File: config.mk
export PLATFORM = sky130hd
export DESIGN_NAME = lcc_cache_ctrl
export DESIGN_NICKNAME = d
export VERILOG_FILES = /design/src/design/lcc_cache_ctrl.v /design/src/design/lcc_inval_sweep.v
export VERILOG_INCLUDE_DIRS = /design/src /design/src/design
export SDC_FILE = /design/constraint.sdc
export NUM_CORES = 1
export LEC_CHECK = 0
export CAP_MARGIN = 20
export CORE_ASPECT_RATIO = 1.4
export CORE_MARGIN = 2
export CORE_UTILIZATION = 46
export DETAILED_ROUTE_END_ITERATION = 10
export DONT_BUFFER_PORTS = 1
export SYNTH_ARGS = -nofsm -noshare
export SYNTH_HDL_FRONTEND = slang
export SYNTH_SLANG_ARGS = --single-unit
File: constraint.sdc
create_clock -name clk_sys -period 6.3 [get_ports clk_sys]
set_input_delay 0.315 -clock clk_sys [delete_from_list [all_inputs] [get_ports clk_sys]]
set_output_delay 0.315 -clock clk_sys [all_outputs]
set_load 0.02 [all_outputs]
File: src/design/lcc_cache_ctrl_regs.vh
// Constants for the second-level cache control block: the special-purpose
// register number, control register bit positions, reset value and the
// default memory attribute bits. Assumes inclusion by bare name.
`ifndef LCC_CACHE_CTRL_REGS_VH
`define LCC_CACHE_CTRL_REGS_VH

// ****************************************************************
// Register access
// ****************************************************************
`define LCC_SPR_W             10
`define LCC_SPR_CACHE_CTRL    10'h3f9
`define LCC_CTRL_RESET        32'h0000_0000

// ****************************************************************
// Control register bit positions
// ****************************************************************
`define LCC_BIT_ENABLE        0
`define LCC_BIT_DBL_STOP      1
`define LCC_BIT_INSTR_EXCL    9
`define LCC_BIT_INVALIDATE    10
`define LCC_BIT_WRITE_THRU    12
`define LCC_BIT_TEST_SUPPORT  13
`define LCC_BIT_BUSY          31

// ****************************************************************
// Memory attribute bits (write-through, inhibit, coherent, guarded)
// ****************************************************************
`define LCC_ATTR_W            4
`define LCC_ATTR_WT           3
`define LCC_ATTR_INHIBIT      2
`define LCC_ATTR_DEFAULT      4'h3

// ****************************************************************
// Tag array geometry and sweep length
// ****************************************************************
`define LCC_TAG_ENTRIES       2048
`define LCC_TAG_IDX_W         11
`define LCC_TAG_WAYS          2
`define LCC_SWEEP_CYCLES      32768

`endif

File: src/design/lcc_cache_ctrl.v
// Second-level cache control: the supervisor control register, the
// global invalidation sweep and request routing toward cache and bus.
// Assumes the tag lookup datapath supplies tagHit in the request cycle
// and acts on the registered routing outputs one cycle later.
//
// Summary of operation
// - Control register is special-purpose register 1017, supervisor only.
// - Power-on reset clears every bit of the control register.
// - Bit 0 enables the cache; bit 1 enables double-error checkstop.
// - Bit 9 makes instruction requests bypass, with no tag lookup.
// - Setting bit 10 starts a global invalidation of all tags.
// - Bit 12 sends castouts and single-beat stores out to the bus too.
// - Test bit 13 puts block pushes only in cache, marked valid.
// - Test bit drops single-beat stores that miss, unless write-through.
// - Test bit suppresses the bus broadcast of a zero-block op.
// - Bit 31 reads high while invalidation runs; writes ignored.
// - Reserved bits store and read back, with no effect.
// - Cache stays disabled after reset until software enables it.
// - A state machine clears every tag entry one after another.
// - Sweep takes about 32K cycles; busy flag drops at its end.
// - Processor traffic continues normally during an invalidation.
// - Enabled cache: cacheable single reads hit, write hits update.
// - Translation off applies default attributes 0b0011, cacheable.
// - Two-way tags, 2048 entries per way, two sectors each.
`timescale 1ns/1ns
`default_nettype none
`include "lcc_cache_ctrl_regs.vh"

module lcc_cache_ctrl #(
  parameter ENTRIES      = `LCC_TAG_ENTRIES,
  parameter IDX_W        = `LCC_TAG_IDX_W,
  parameter SWEEP_CYCLES = `LCC_SWEEP_CYCLES
) (
  // Clock and reset
  input  wire                 clk_sys,
  input  wire                 rstn,
  // Special-purpose register port
  input  wire                 sprRead,
  input  wire                 sprWrite,
  input  wire [`LCC_SPR_W-1:0] sprNum,
  input  wire                 supervisor,
  input  wire [31:0]          sprWdata,
  output reg  [31:0]          sprRdata,
  output reg                  sprAck,
  output reg                  privFault,
  // Request from the first-level caches
  input  wire                 reqValid,
  input  wire                 reqInstr,
  input  wire                 reqWrite,
  input  wire                 reqBurst,
  input  wire                 reqPush,
  input  wire                 reqZero,
  input  wire                 xlateOn,
  input  wire [`LCC_ATTR_W-1:0] reqAttr,
  input  wire                 tagHit,
  // Routing decision
  output reg                  tagLookup,
  output reg                  cacheRead,
  output reg                  cacheWrite,
  output reg                  markValid,
  output reg                  markModified,
  output reg                  sectorInval,
  output reg                  busForward,
  output reg                  busBroadcast,
  output reg                  storeDiscard,
  // Error handling
  input  wire                 dblErr,
  output reg                  checkStop,
  // Tag clear strobe and status
  output wire                 tagClrValid,
  output wire [IDX_W-1:0]     tagClrIndex,
  output wire                 tagClrWay,
  output reg                  cacheEnabled
);

  // ****************************************************************
  // Control register
  // ****************************************************************
  // Every entry of every way gets an equal share of the sweep; keep
  // SWEEP_CYCLES at least WAYS * ENTRIES or the step count falls to zero.
  localparam WAYS = `LCC_TAG_WAYS;
  localparam STEP = SWEEP_CYCLES / (WAYS * ENTRIES);

  reg  [31:0] ctrl_reg;
  reg  [31:0] ctrl_next;
  reg         invPrev_reg;
  wire        sweepBusy;
  wire        sprHit;
  wire        sprOk;
  wire        sweepStart;

  assign sprHit = (sprRead || sprWrite) &&
                  sprNum == `LCC_SPR_CACHE_CTRL;
  assign sprOk  = sprHit && supervisor;

  always @* begin
    ctrl_next = ctrl_reg;
    if (sprOk && sprWrite) begin
      // Reserved bits are plain storage; only the busy flag is not stored.
      ctrl_next = sprWdata;
      ctrl_next[`LCC_BIT_BUSY] = 1'b0;
    end
  end

  always @(posedge clk_sys or negedge rstn) begin
    if (!rstn) begin
      ctrl_reg    <= `LCC_CTRL_RESET;
      invPrev_reg <= 1'b0;
    end else begin
      ctrl_reg    <= ctrl_next;
      invPrev_reg <= ctrl_reg[`LCC_BIT_INVALIDATE];
    end
  end

  // The sweep is armed again only after software has cleared the bit,
  // so a bit left set across the end of a sweep does not restart it.
  assign sweepStart = ctrl_reg[`LCC_BIT_INVALIDATE] && !invPrev_reg;

  // ****************************************************************
  // Invalidate-in-progress flag
  // ****************************************************************
  // A read right behind the write that sets the invalidate bit is
  // sampled before the sweeper raises busy; counting the start cycle
  // keeps a tight polling loop from taking that read as completion.
  wire readBusy;

  assign readBusy = sweepBusy || sweepStart;

  // ****************************************************************
  // Register read port
  // ****************************************************************
  always @(posedge clk_sys or negedge rstn) begin
    if (!rstn) begin
      sprRdata  <= 32'h0000_0000;
      sprAck    <= 1'b0;
      privFault <= 1'b0;
    end else begin
      sprAck    <= sprOk;
      privFault <= sprHit && !supervisor;
      if (sprOk && sprRead) begin
        sprRdata <= ctrl_reg;
        sprRdata[`LCC_BIT_BUSY] <= readBusy;
      end else begin
        sprRdata <= 32'h0000_0000;
      end
    end
  end

  // ****************************************************************
  // Global invalidation sweep
  // ****************************************************************
  lcc_inval_sweep #(
    .ENTRIES (ENTRIES),
    .IDX_W   (IDX_W),
    .STEP    (STEP)
  ) uSweep (
    .clk_sys     (clk_sys),
    .rstn        (rstn),
    .start       (sweepStart),
    .busy        (sweepBusy),
    .tagClrValid (tagClrValid),
    .tagClrIndex (tagClrIndex),
    .tagClrWay   (tagClrWay)
  );

  // ****************************************************************
  // Request routing
  // ****************************************************************
  wire                  enBit;
  wire                  dblBit;
  wire                  exclBit;
  wire                  wtBit;
  wire                  testBit;
  wire [`LCC_ATTR_W-1:0] attrEff;
  wire                  cacheable;
  wire                  attrWt;

  assign enBit   = ctrl_reg[`LCC_BIT_ENABLE];
  assign dblBit  = ctrl_reg[`LCC_BIT_DBL_STOP];
  assign exclBit = ctrl_reg[`LCC_BIT_INSTR_EXCL];
  assign wtBit   = ctrl_reg[`LCC_BIT_WRITE_THRU];
  assign testBit = ctrl_reg[`LCC_BIT_TEST_SUPPORT];

  assign attrEff   = xlateOn ? reqAttr : `LCC_ATTR_DEFAULT;
  assign cacheable = !attrEff[`LCC_ATTR_INHIBIT];
  assign attrWt    = attrEff[`LCC_ATTR_WT];

  reg useCache;
  reg lookN;
  reg rdN;
  reg wrN;
  reg validN;
  reg modN;
  reg invN;
  reg busN;
  reg bcastN;
  reg dropN;

  always @* begin
    // A disabled cache passes everything but zero-block ops to the bus, so the core keeps
    // running while the sweep owns the tags.
    useCache = reqValid && enBit && cacheable &&
               !(reqInstr && exclBit);
    lookN  = useCache;
    rdN    = 1'b0;
    wrN    = 1'b0;
    validN = 1'b0;
    modN   = 1'b0;
    invN   = 1'b0;
    busN   = reqValid && !useCache;
    bcastN = 1'b0;
    dropN  = 1'b0;
    if (useCache) begin
      if (reqZero) begin
        // Zero-block: a hit completes locally, a miss is broadcast unless the test bit is set.
        lookN  = 1'b1;
        bcastN = !tagHit && !testBit;
      end else if (reqPush) begin
        if (testBit) begin
          wrN    = 1'b1;
          validN = 1'b1;
        end else begin
          busN = 1'b1;
          invN = tagHit;
        end
      end else if (!reqWrite) begin
        // Reads that hit are served; a burst miss is filled by the reload.
        rdN    = tagHit;
        busN   = !tagHit;
        validN = !tagHit && reqBurst;
      end else if (reqBurst) begin
        // Castout from the first level: written into the cache.
        wrN  = 1'b1;
        modN = !wtBit;
        busN = wtBit;
      end else begin
        // Single-beat store: hits update, never allocate.
        wrN = tagHit;
        if (wtBit || attrWt) begin
          busN = 1'b1;
        end else if (!tagHit) begin
          busN  = !testBit;
          dropN = testBit;
        end
      end
    end else if (reqValid && reqZero) begin
      busN   = 1'b0;
      bcastN = !testBit;
    end
  end

  // ****************************************************************
  // Routing registers
  // ****************************************************************
  // Every decision is registered, so the datapath sees a clean pulse
  // for each request one cycle behind reqValid.
  always @(posedge clk_sys or negedge rstn) begin
    if (!rstn) begin
      tagLookup    <= 1'b0;
      cacheRead    <= 1'b0;
      cacheWrite   <= 1'b0;
      markValid    <= 1'b0;
      markModified <= 1'b0;
      sectorInval  <= 1'b0;
      busForward   <= 1'b0;
      busBroadcast <= 1'b0;
      storeDiscard <= 1'b0;
      cacheEnabled <= 1'b0;
    end else begin
      tagLookup    <= lookN;
      cacheRead    <= rdN;
      cacheWrite   <= wrN;
      markValid    <= validN;
      markModified <= modN;
      sectorInval  <= invN;
      busForward   <= busN;
      busBroadcast <= bcastN;
      storeDiscard <= dropN;
      cacheEnabled <= enBit;
    end
  end

  // ****************************************************************
  // Double-bit error checkstop
  // ****************************************************************
  // Only a double-bit error seen while the cache is in use stops the core.
  always @(posedge clk_sys or negedge rstn) begin
    if (!rstn) begin
      checkStop <= 1'b0;
    end else if (dblErr && dblBit && enBit) begin
      // Sticky until reset: the core has to be restarted to recover.
      checkStop <= 1'b1;
    end
  end

endmodule // lcc_cache_ctrl

`default_nettype wire

File: src/design/lcc_inval_sweep.v
// Global invalidation sweeper: walks every tag entry of every way and
// issues a clear strobe for each. Assumes the tag datapath clears tag,
// status and replacement bits of the addressed entry on tagClrValid.
`timescale 1ns/1ns
`default_nettype none
`include "lcc_cache_ctrl_regs.vh"

module lcc_inval_sweep #(
  parameter ENTRIES = `LCC_TAG_ENTRIES,
  parameter IDX_W   = `LCC_TAG_IDX_W,
  parameter STEP    = 8
) (
  // Clock and reset
  input  wire             clk_sys,
  input  wire             rstn,
  // Control
  input  wire             start,
  output reg              busy,
  // Tag clear strobe
  output reg              tagClrValid,
  output reg  [IDX_W-1:0] tagClrIndex,
  output reg              tagClrWay
);

  // ****************************************************************
  // Sweep counters
  // ****************************************************************
  localparam integer     LAST_IDX_I  = ENTRIES - 1;
  localparam integer     LAST_STEP_I = STEP - 1;
  localparam [IDX_W-1:0] LAST_IDX    = LAST_IDX_I[IDX_W-1:0];
  localparam [15:0]      LAST_STEP   = LAST_STEP_I[15:0];

  reg [15:0] stepCnt;

  always @(posedge clk_sys or negedge rstn) begin
    if (!rstn) begin
      busy        <= 1'b0;
      tagClrValid <= 1'b0;
      tagClrIndex <= {IDX_W{1'b0}};
      tagClrWay   <= 1'b0;
      stepCnt     <= 16'h0000;
    end else if (!busy) begin
      tagClrValid <= 1'b0;
      if (start) begin
        // One entry is cleared every STEP cycles, both ways in turn.
        busy        <= 1'b1;
        tagClrValid <= 1'b1;
        tagClrIndex <= {IDX_W{1'b0}};
        tagClrWay   <= 1'b0;
        stepCnt     <= 16'h0000;
      end
    end else if (stepCnt != LAST_STEP) begin
      stepCnt     <= stepCnt + 16'h0001;
      tagClrValid <= 1'b0;
    end else begin
      stepCnt <= 16'h0000;
      if (tagClrWay && tagClrIndex == LAST_IDX) begin
        busy        <= 1'b0;
        tagClrValid <= 1'b0;
      end else begin
        tagClrValid <= 1'b1;
        tagClrWay   <= ~tagClrWay;
        if (tagClrWay) begin
          tagClrIndex <= tagClrIndex + {{(IDX_W-1){1'b0}}, 1'b1};
        end
      end
    end
  end

endmodule // lcc_inval_sweep

`default_nettype wire

== After elaboration in Yosys (flattened, before gate mapping) ==
Cells that the tools add are included.

* Bits in latches: 0
* Memories: 0
* Bits in writable memories: 0
* Flip-flop bits (word level): 107
* Input port bits: 60
* ROM bits: 0
* Word-level logic and storage cells: 124
* Output and inout port bits: 58

* Magnitude comparators: 0
* Add/sub/neg operators: 2
* Muxes and demuxes: 63
* Reductions and logical operators: 31
* Shift-type cells: 0
* Divide/modulo/power cells: 0
* Bitwise logic cells: 1
* Eq/ne operators: 6
* $mul: 0

{| class="wikitable"
|+ Operators with widths
! kind !! count
|-
| 2-to-1 mux 11 bit || 5
|-
| 2-to-1 mux 1 bit || 53
|-
| 2-to-1 mux 16 bit || 3
|-
| 2-to-1 mux 32 bit || 1
|-
| logical AND 1 bit || 17
|-
| adder 16 x 1 -> 16 bit, second input constant || 1
|-
| inequality test 16 x 3 -> 1 bit, second input constant || 1
|-
| adder 11 x 1 -> 11 bit, second input constant || 1
|-
| equality test 11 bit, second input constant || 1
|-
| equality test 10 bit, second input constant || 1
|-
| zero test 1 bit || 8
|-
| inequality test 2 bit, second input constant || 3
|-
| 2-to-1 mux 4 bit || 1
|-
| AND reduction 4 bit || 1
|-
| logical OR 1 bit || 3
|-
| AND reduction 3 bit || 1
|-
| nonzero test 2 bit || 1
|-
| inverter 1 bit || 1
|}

== Longest topological paths before layout ==
* Depth after elaboration: 13
* Gate-level depth with buffers: 9
* Depth with buffers taken out: 7

== Cells and area by module ==
From an unflattened synthesis, not the netlist that was laid out.

* Cell total of the unflattened synthesis: 371
* Area total of the unflattened synthesis: 4449.3 µm²

{| class="wikitable"
|+ Modules (own cells, without submodules)
! module !! cells each !! sequential area each (µm²) !! instances !! area each (µm²)
|-
| lcc_cache_ctrl || 186 || 1926.8 || 1 || 2797.7
|-
| lcc_inval_sweep || 185 || 750.7 || 1 || 1651.6
|}

== Worst setup path before layout ==
OpenSTA, ideal clock, no wires.

* Path kind: reg-to-reg
* Start point: register uSweep.stepCnt[0]
* End point: register uSweep.tagClrIndex[9]
* Setup slack: 3746 ps
* Required time: 6222 ps
* Buffers on the path: 0
* Stages on the path, launching flop included: 7
* Setup time: 78 ps
* Period minus slack after synthesis: 2554 ps
* Arrival time: 2476 ps
* Path through: dfrtp_1 -> ha_1 -> or4bb_1 -> o41a_1 -> or3_1 -> or4_1 -> a21oi_1

* Longest elaborated chain between the ends: 3

{| class="wikitable"
|+ Ends and longest elaborated chain
! what !! line !! text
|-
| start: declaration || lcc_inval_sweep.v:33 || <nowiki>reg [15:0] stepCnt;</nowiki>
|-
| start signal: assignment || lcc_inval_sweep.v:53 || <nowiki>stepCnt <= stepCnt + 16'h0001;</nowiki>
|-
| inequality test 16 x 3 -> 1 bit || lcc_inval_sweep.v:52 || <nowiki>end else if (stepCnt != LAST_STEP) begin</nowiki>
|-
| inequality test 2 bit (no source line) || -- ||
|-
| AND reduction 4 bit (no source line) || -- ||
|-
| end signal: assignment || lcc_inval_sweep.v:39 || <nowiki>tagClrIndex <= {IDX_W{1'b0}};</nowiki>
|-
| end signal: assignment || lcc_inval_sweep.v:48 || <nowiki>tagClrIndex <= {IDX_W{1'b0}};</nowiki>
|-
| end signal: assignment || lcc_inval_sweep.v:64 || <nowiki>tagClrIndex <= tagClrIndex + {{(IDX_W-1){1'b0}}, 1'b1};</nowiki>
|-
| end: declaration || lcc_inval_sweep.v:21 || <nowiki>output reg [IDX_W-1:0] tagClrIndex,</nowiki>
|}

No other way between the ends.
A chain may end at the register's enable or synchronous reset.

== Worst setup path after layout ==
* Start point: register uSweep.stepCnt[0]
* End point: register uSweep.tagClrIndex[7]

The elaborated chain is that of the path after synthesis.

==> metrics.yaml <==
outcome: "finished, violations left"
violations: "design-rule violations"
drtIter0Drc: 157
power_density_mw_per_mm2: 280.0
seqPwrFrac_pct: 54.2
switching_share_pct: 24.54
clock_latency_ns: 0.34
rrSetupSlack_ns: 3.03
grt_pass1_vias: 2890
cellInternalPower_uw: 998.6
ys_seq_area_share_pct: 62.08
combPwrFrac_pct: 5.4
routed_wl_um: 8806
yosysUniqueCellTypes: 44
slew_viol_final: 0
drive_gt1_share_pct: 15.34
n_fill_cell: 815
design.final.nets: 422
multiInputGateArea_mm2: 0.001555
crit-reg2reg-capture: "uSweep.tagClrIndex[7]"
clock-sinks: 107
whs_path_depth: 1
net-switching-power_uw: 324.8
syn_nets: 423
cts_resized: 0
die_w_um: 85.84
setup_viol: 0
dpl.cell_count: 454
io_pins: 118
detail-route-antenna-nets: 0
min_to: "cacheRead"
power_frac_clock_pct: 40.4
preCtsSetupSlack_ns: 3.062
dr_total_vias: 2876
min_period_ns: 3.272
end_kind: "flip-flop"
synth.top_cells.by_count: "dfrtp_1, and3_1, mux2_2"
min_path_type: "primary input to flip-flop"
required_ns: 6.56
gp_congestion: 0.7528
cap_violations: 0
setup_ws_ns: 3.028
synthDominantCellAreaShare_pct: 62.08
drc: 2
wl_per_cell_um: 18.66
start_util_pct: 47.50
num_antenna_cells: 0
cp_max_fo: 20
cts.path.max_buffers: 2
fin_crit_sh_pct: 51.94
cts_tree: "built"
die_h_um: 118.6
slew_headroom_pct: 33.47
holdCritStartpoint: "reqWrite"
grt_pass1_wl_um: 14500
dieArea_mm2: 0.01018
rows: 41
cts-buffers-inserted: 9
place.detailed.hpwl_um: 5793
skew_ns: 0.004884
grt_use_total_pct: 18.17
gr-total-overflow: 0
startpoint_type: "flip-flop"
io_buffers: 0
power.leakage_nw: 2.340
viasPerCell: 6.093
yosys_warnings: 0
antenna_found_initial: 0
rsz0062_at_grt: "false"
tns_ns: 0
ir_drop_v: 0.0001385
dr.pass1.iters: 7
clkSlewWorstSetupHoldPaths_ns: 0.07
area_delta_synth_final_pct: 9.573
hold_viol: 0
synth_area_mm2: 0.004313
worstMarginPinSlew_ns: 0.9888
stdcell_count: 472
synth_edf_count: 0
reg2reg_depth: 6
yosysMostFrequentCell: "dfrtp_1"
synth_flop_cell: "dfrtp_1"
htree_levels: 3
avgSynthCellArea_um2: 11.95
synth.largest_area_cell: "dfrtp_1"
synth_seq_cells: 107
critPathKind: "flip-flop to flip-flop"
grt_start_max_net_pins: 108
r2r-start: "uSweep.stepCnt[0]"
core_mm2: 0.009080
largest_register_ffs: 32
register_area_mm2: 0.002678
arrival_ns: 3.54
yosys-top-cells-area: "dfrtp_1, mux2_2, and3_1"
async_flop_share_pct: 100.0
syn_inst: 361
fmax_ghz: 0.3056
clock_tree.root_cell: "clkbuf_16"
-- worst max path at each step --
stage / from / end / slack, ns / depth (start not counted)
after global placement: uSweep.stepCnt[0] / uSweep.tagClrIndex[7] / 3.10 / 6
final: uSweep.stepCnt[0] / uSweep.tagClrIndex[7] / 3.03 / 6
after detailed placement: uSweep.stepCnt[0] / uSweep.tagClrIndex[7] / 3.06 / 6
after floorplan: uSweep.stepCnt[0] / uSweep.tagClrIndex[9] / 3.75 / 6
after global routing: uSweep.stepCnt[0] / uSweep.tagClrIndex[7] / 2.85 / 6
after CTS: uSweep.stepCnt[0] / uSweep.tagClrIndex[7] / 3.04 / 6
-- stage by stage --
stage	utilization [%]	cell area, um2	hold WS (ns)	total power [mW]
5_1_grt	52.05	4726	0.02312	1.382
3_3_place_gp	48.50	4404	0.02153	0.7852
2_1_floorplan	-	4313	0.01941	0.7750
3_5_place_dp	48.50	4404	0.02159	0.7872
6_report	52.05	4726	0.04263	1.323
4_1_cts	52.05	4726	0.02929	1.342
-- cell families after synthesis --
logic type | share of synthesized area (%)
flip-flops | 62.08
multiplexers | 8.094
AO/OA/AOI/OAI | 7.833
XOR/XNOR | 1.015
adder cells (fa/ha/maj) | 0.5801
buffers and inverters | 2.002
AND/OR/NAND/NOR | 18.39
-- critical path, cell delays in order (launching register included) --
cell	delay (ns)
dfrtp_1	0.39
ha_1	0.21
or4bb_1	0.55
o41a_1	0.69
or3_1	0.66
or4_1	0.56
a21oi_1	0.15
-- area by class of cell --
cell class | count | area share, %
clock inverters | 7 | 1.244
inverters | 4 | 0.3177
repair buffers | 5 | 1.271
multi-input cells | 233 | 32.91
clock buffers | 9 | 4.766
flip-flops and latches | 107 | 56.66
well taps | 107 | 2.833
-- cell usage in the layout (no fill, tap or decap), drive strengths merged, types with 5 or more instances in the layout --
cell type    n
xnor2        5
o21ai       23
mux2        31
dfrtp      107
nand3       13
nor2        11
nor4        10
a21oi       10
nand2       30
inv          8
nand4       11
clkbuf       9
and3        35
-- repair_timing --
item,CTS,global route
setup endpoints to repair,0,0
hold buffers,2,0
setup buffers,0,0
endpoints found under the hold margin,107,0
-- power groups by stage --
stage	Clock, mW	Sequential, mW	Combinational (mW)
floorplan	0	0.726	0.0493
global placement	0	0.730	0.0551
detailed placement	0	0.731	0.0561
CTS	0.551	0.717	0.0727
global route	0.581	0.720	0.0814
finish	0.535	0.717	0.0715
-- per-layer routing --
metal	up-vias	part of all wire, %	global-route usage, %
met3	8	8.2	7.053
met2	105	53	30.57
met4	0	0.95	6.250
met5	-	0	0
met1	1448	38	20.94
li1	1315	-	-
(Power assumes the default switching activity.)
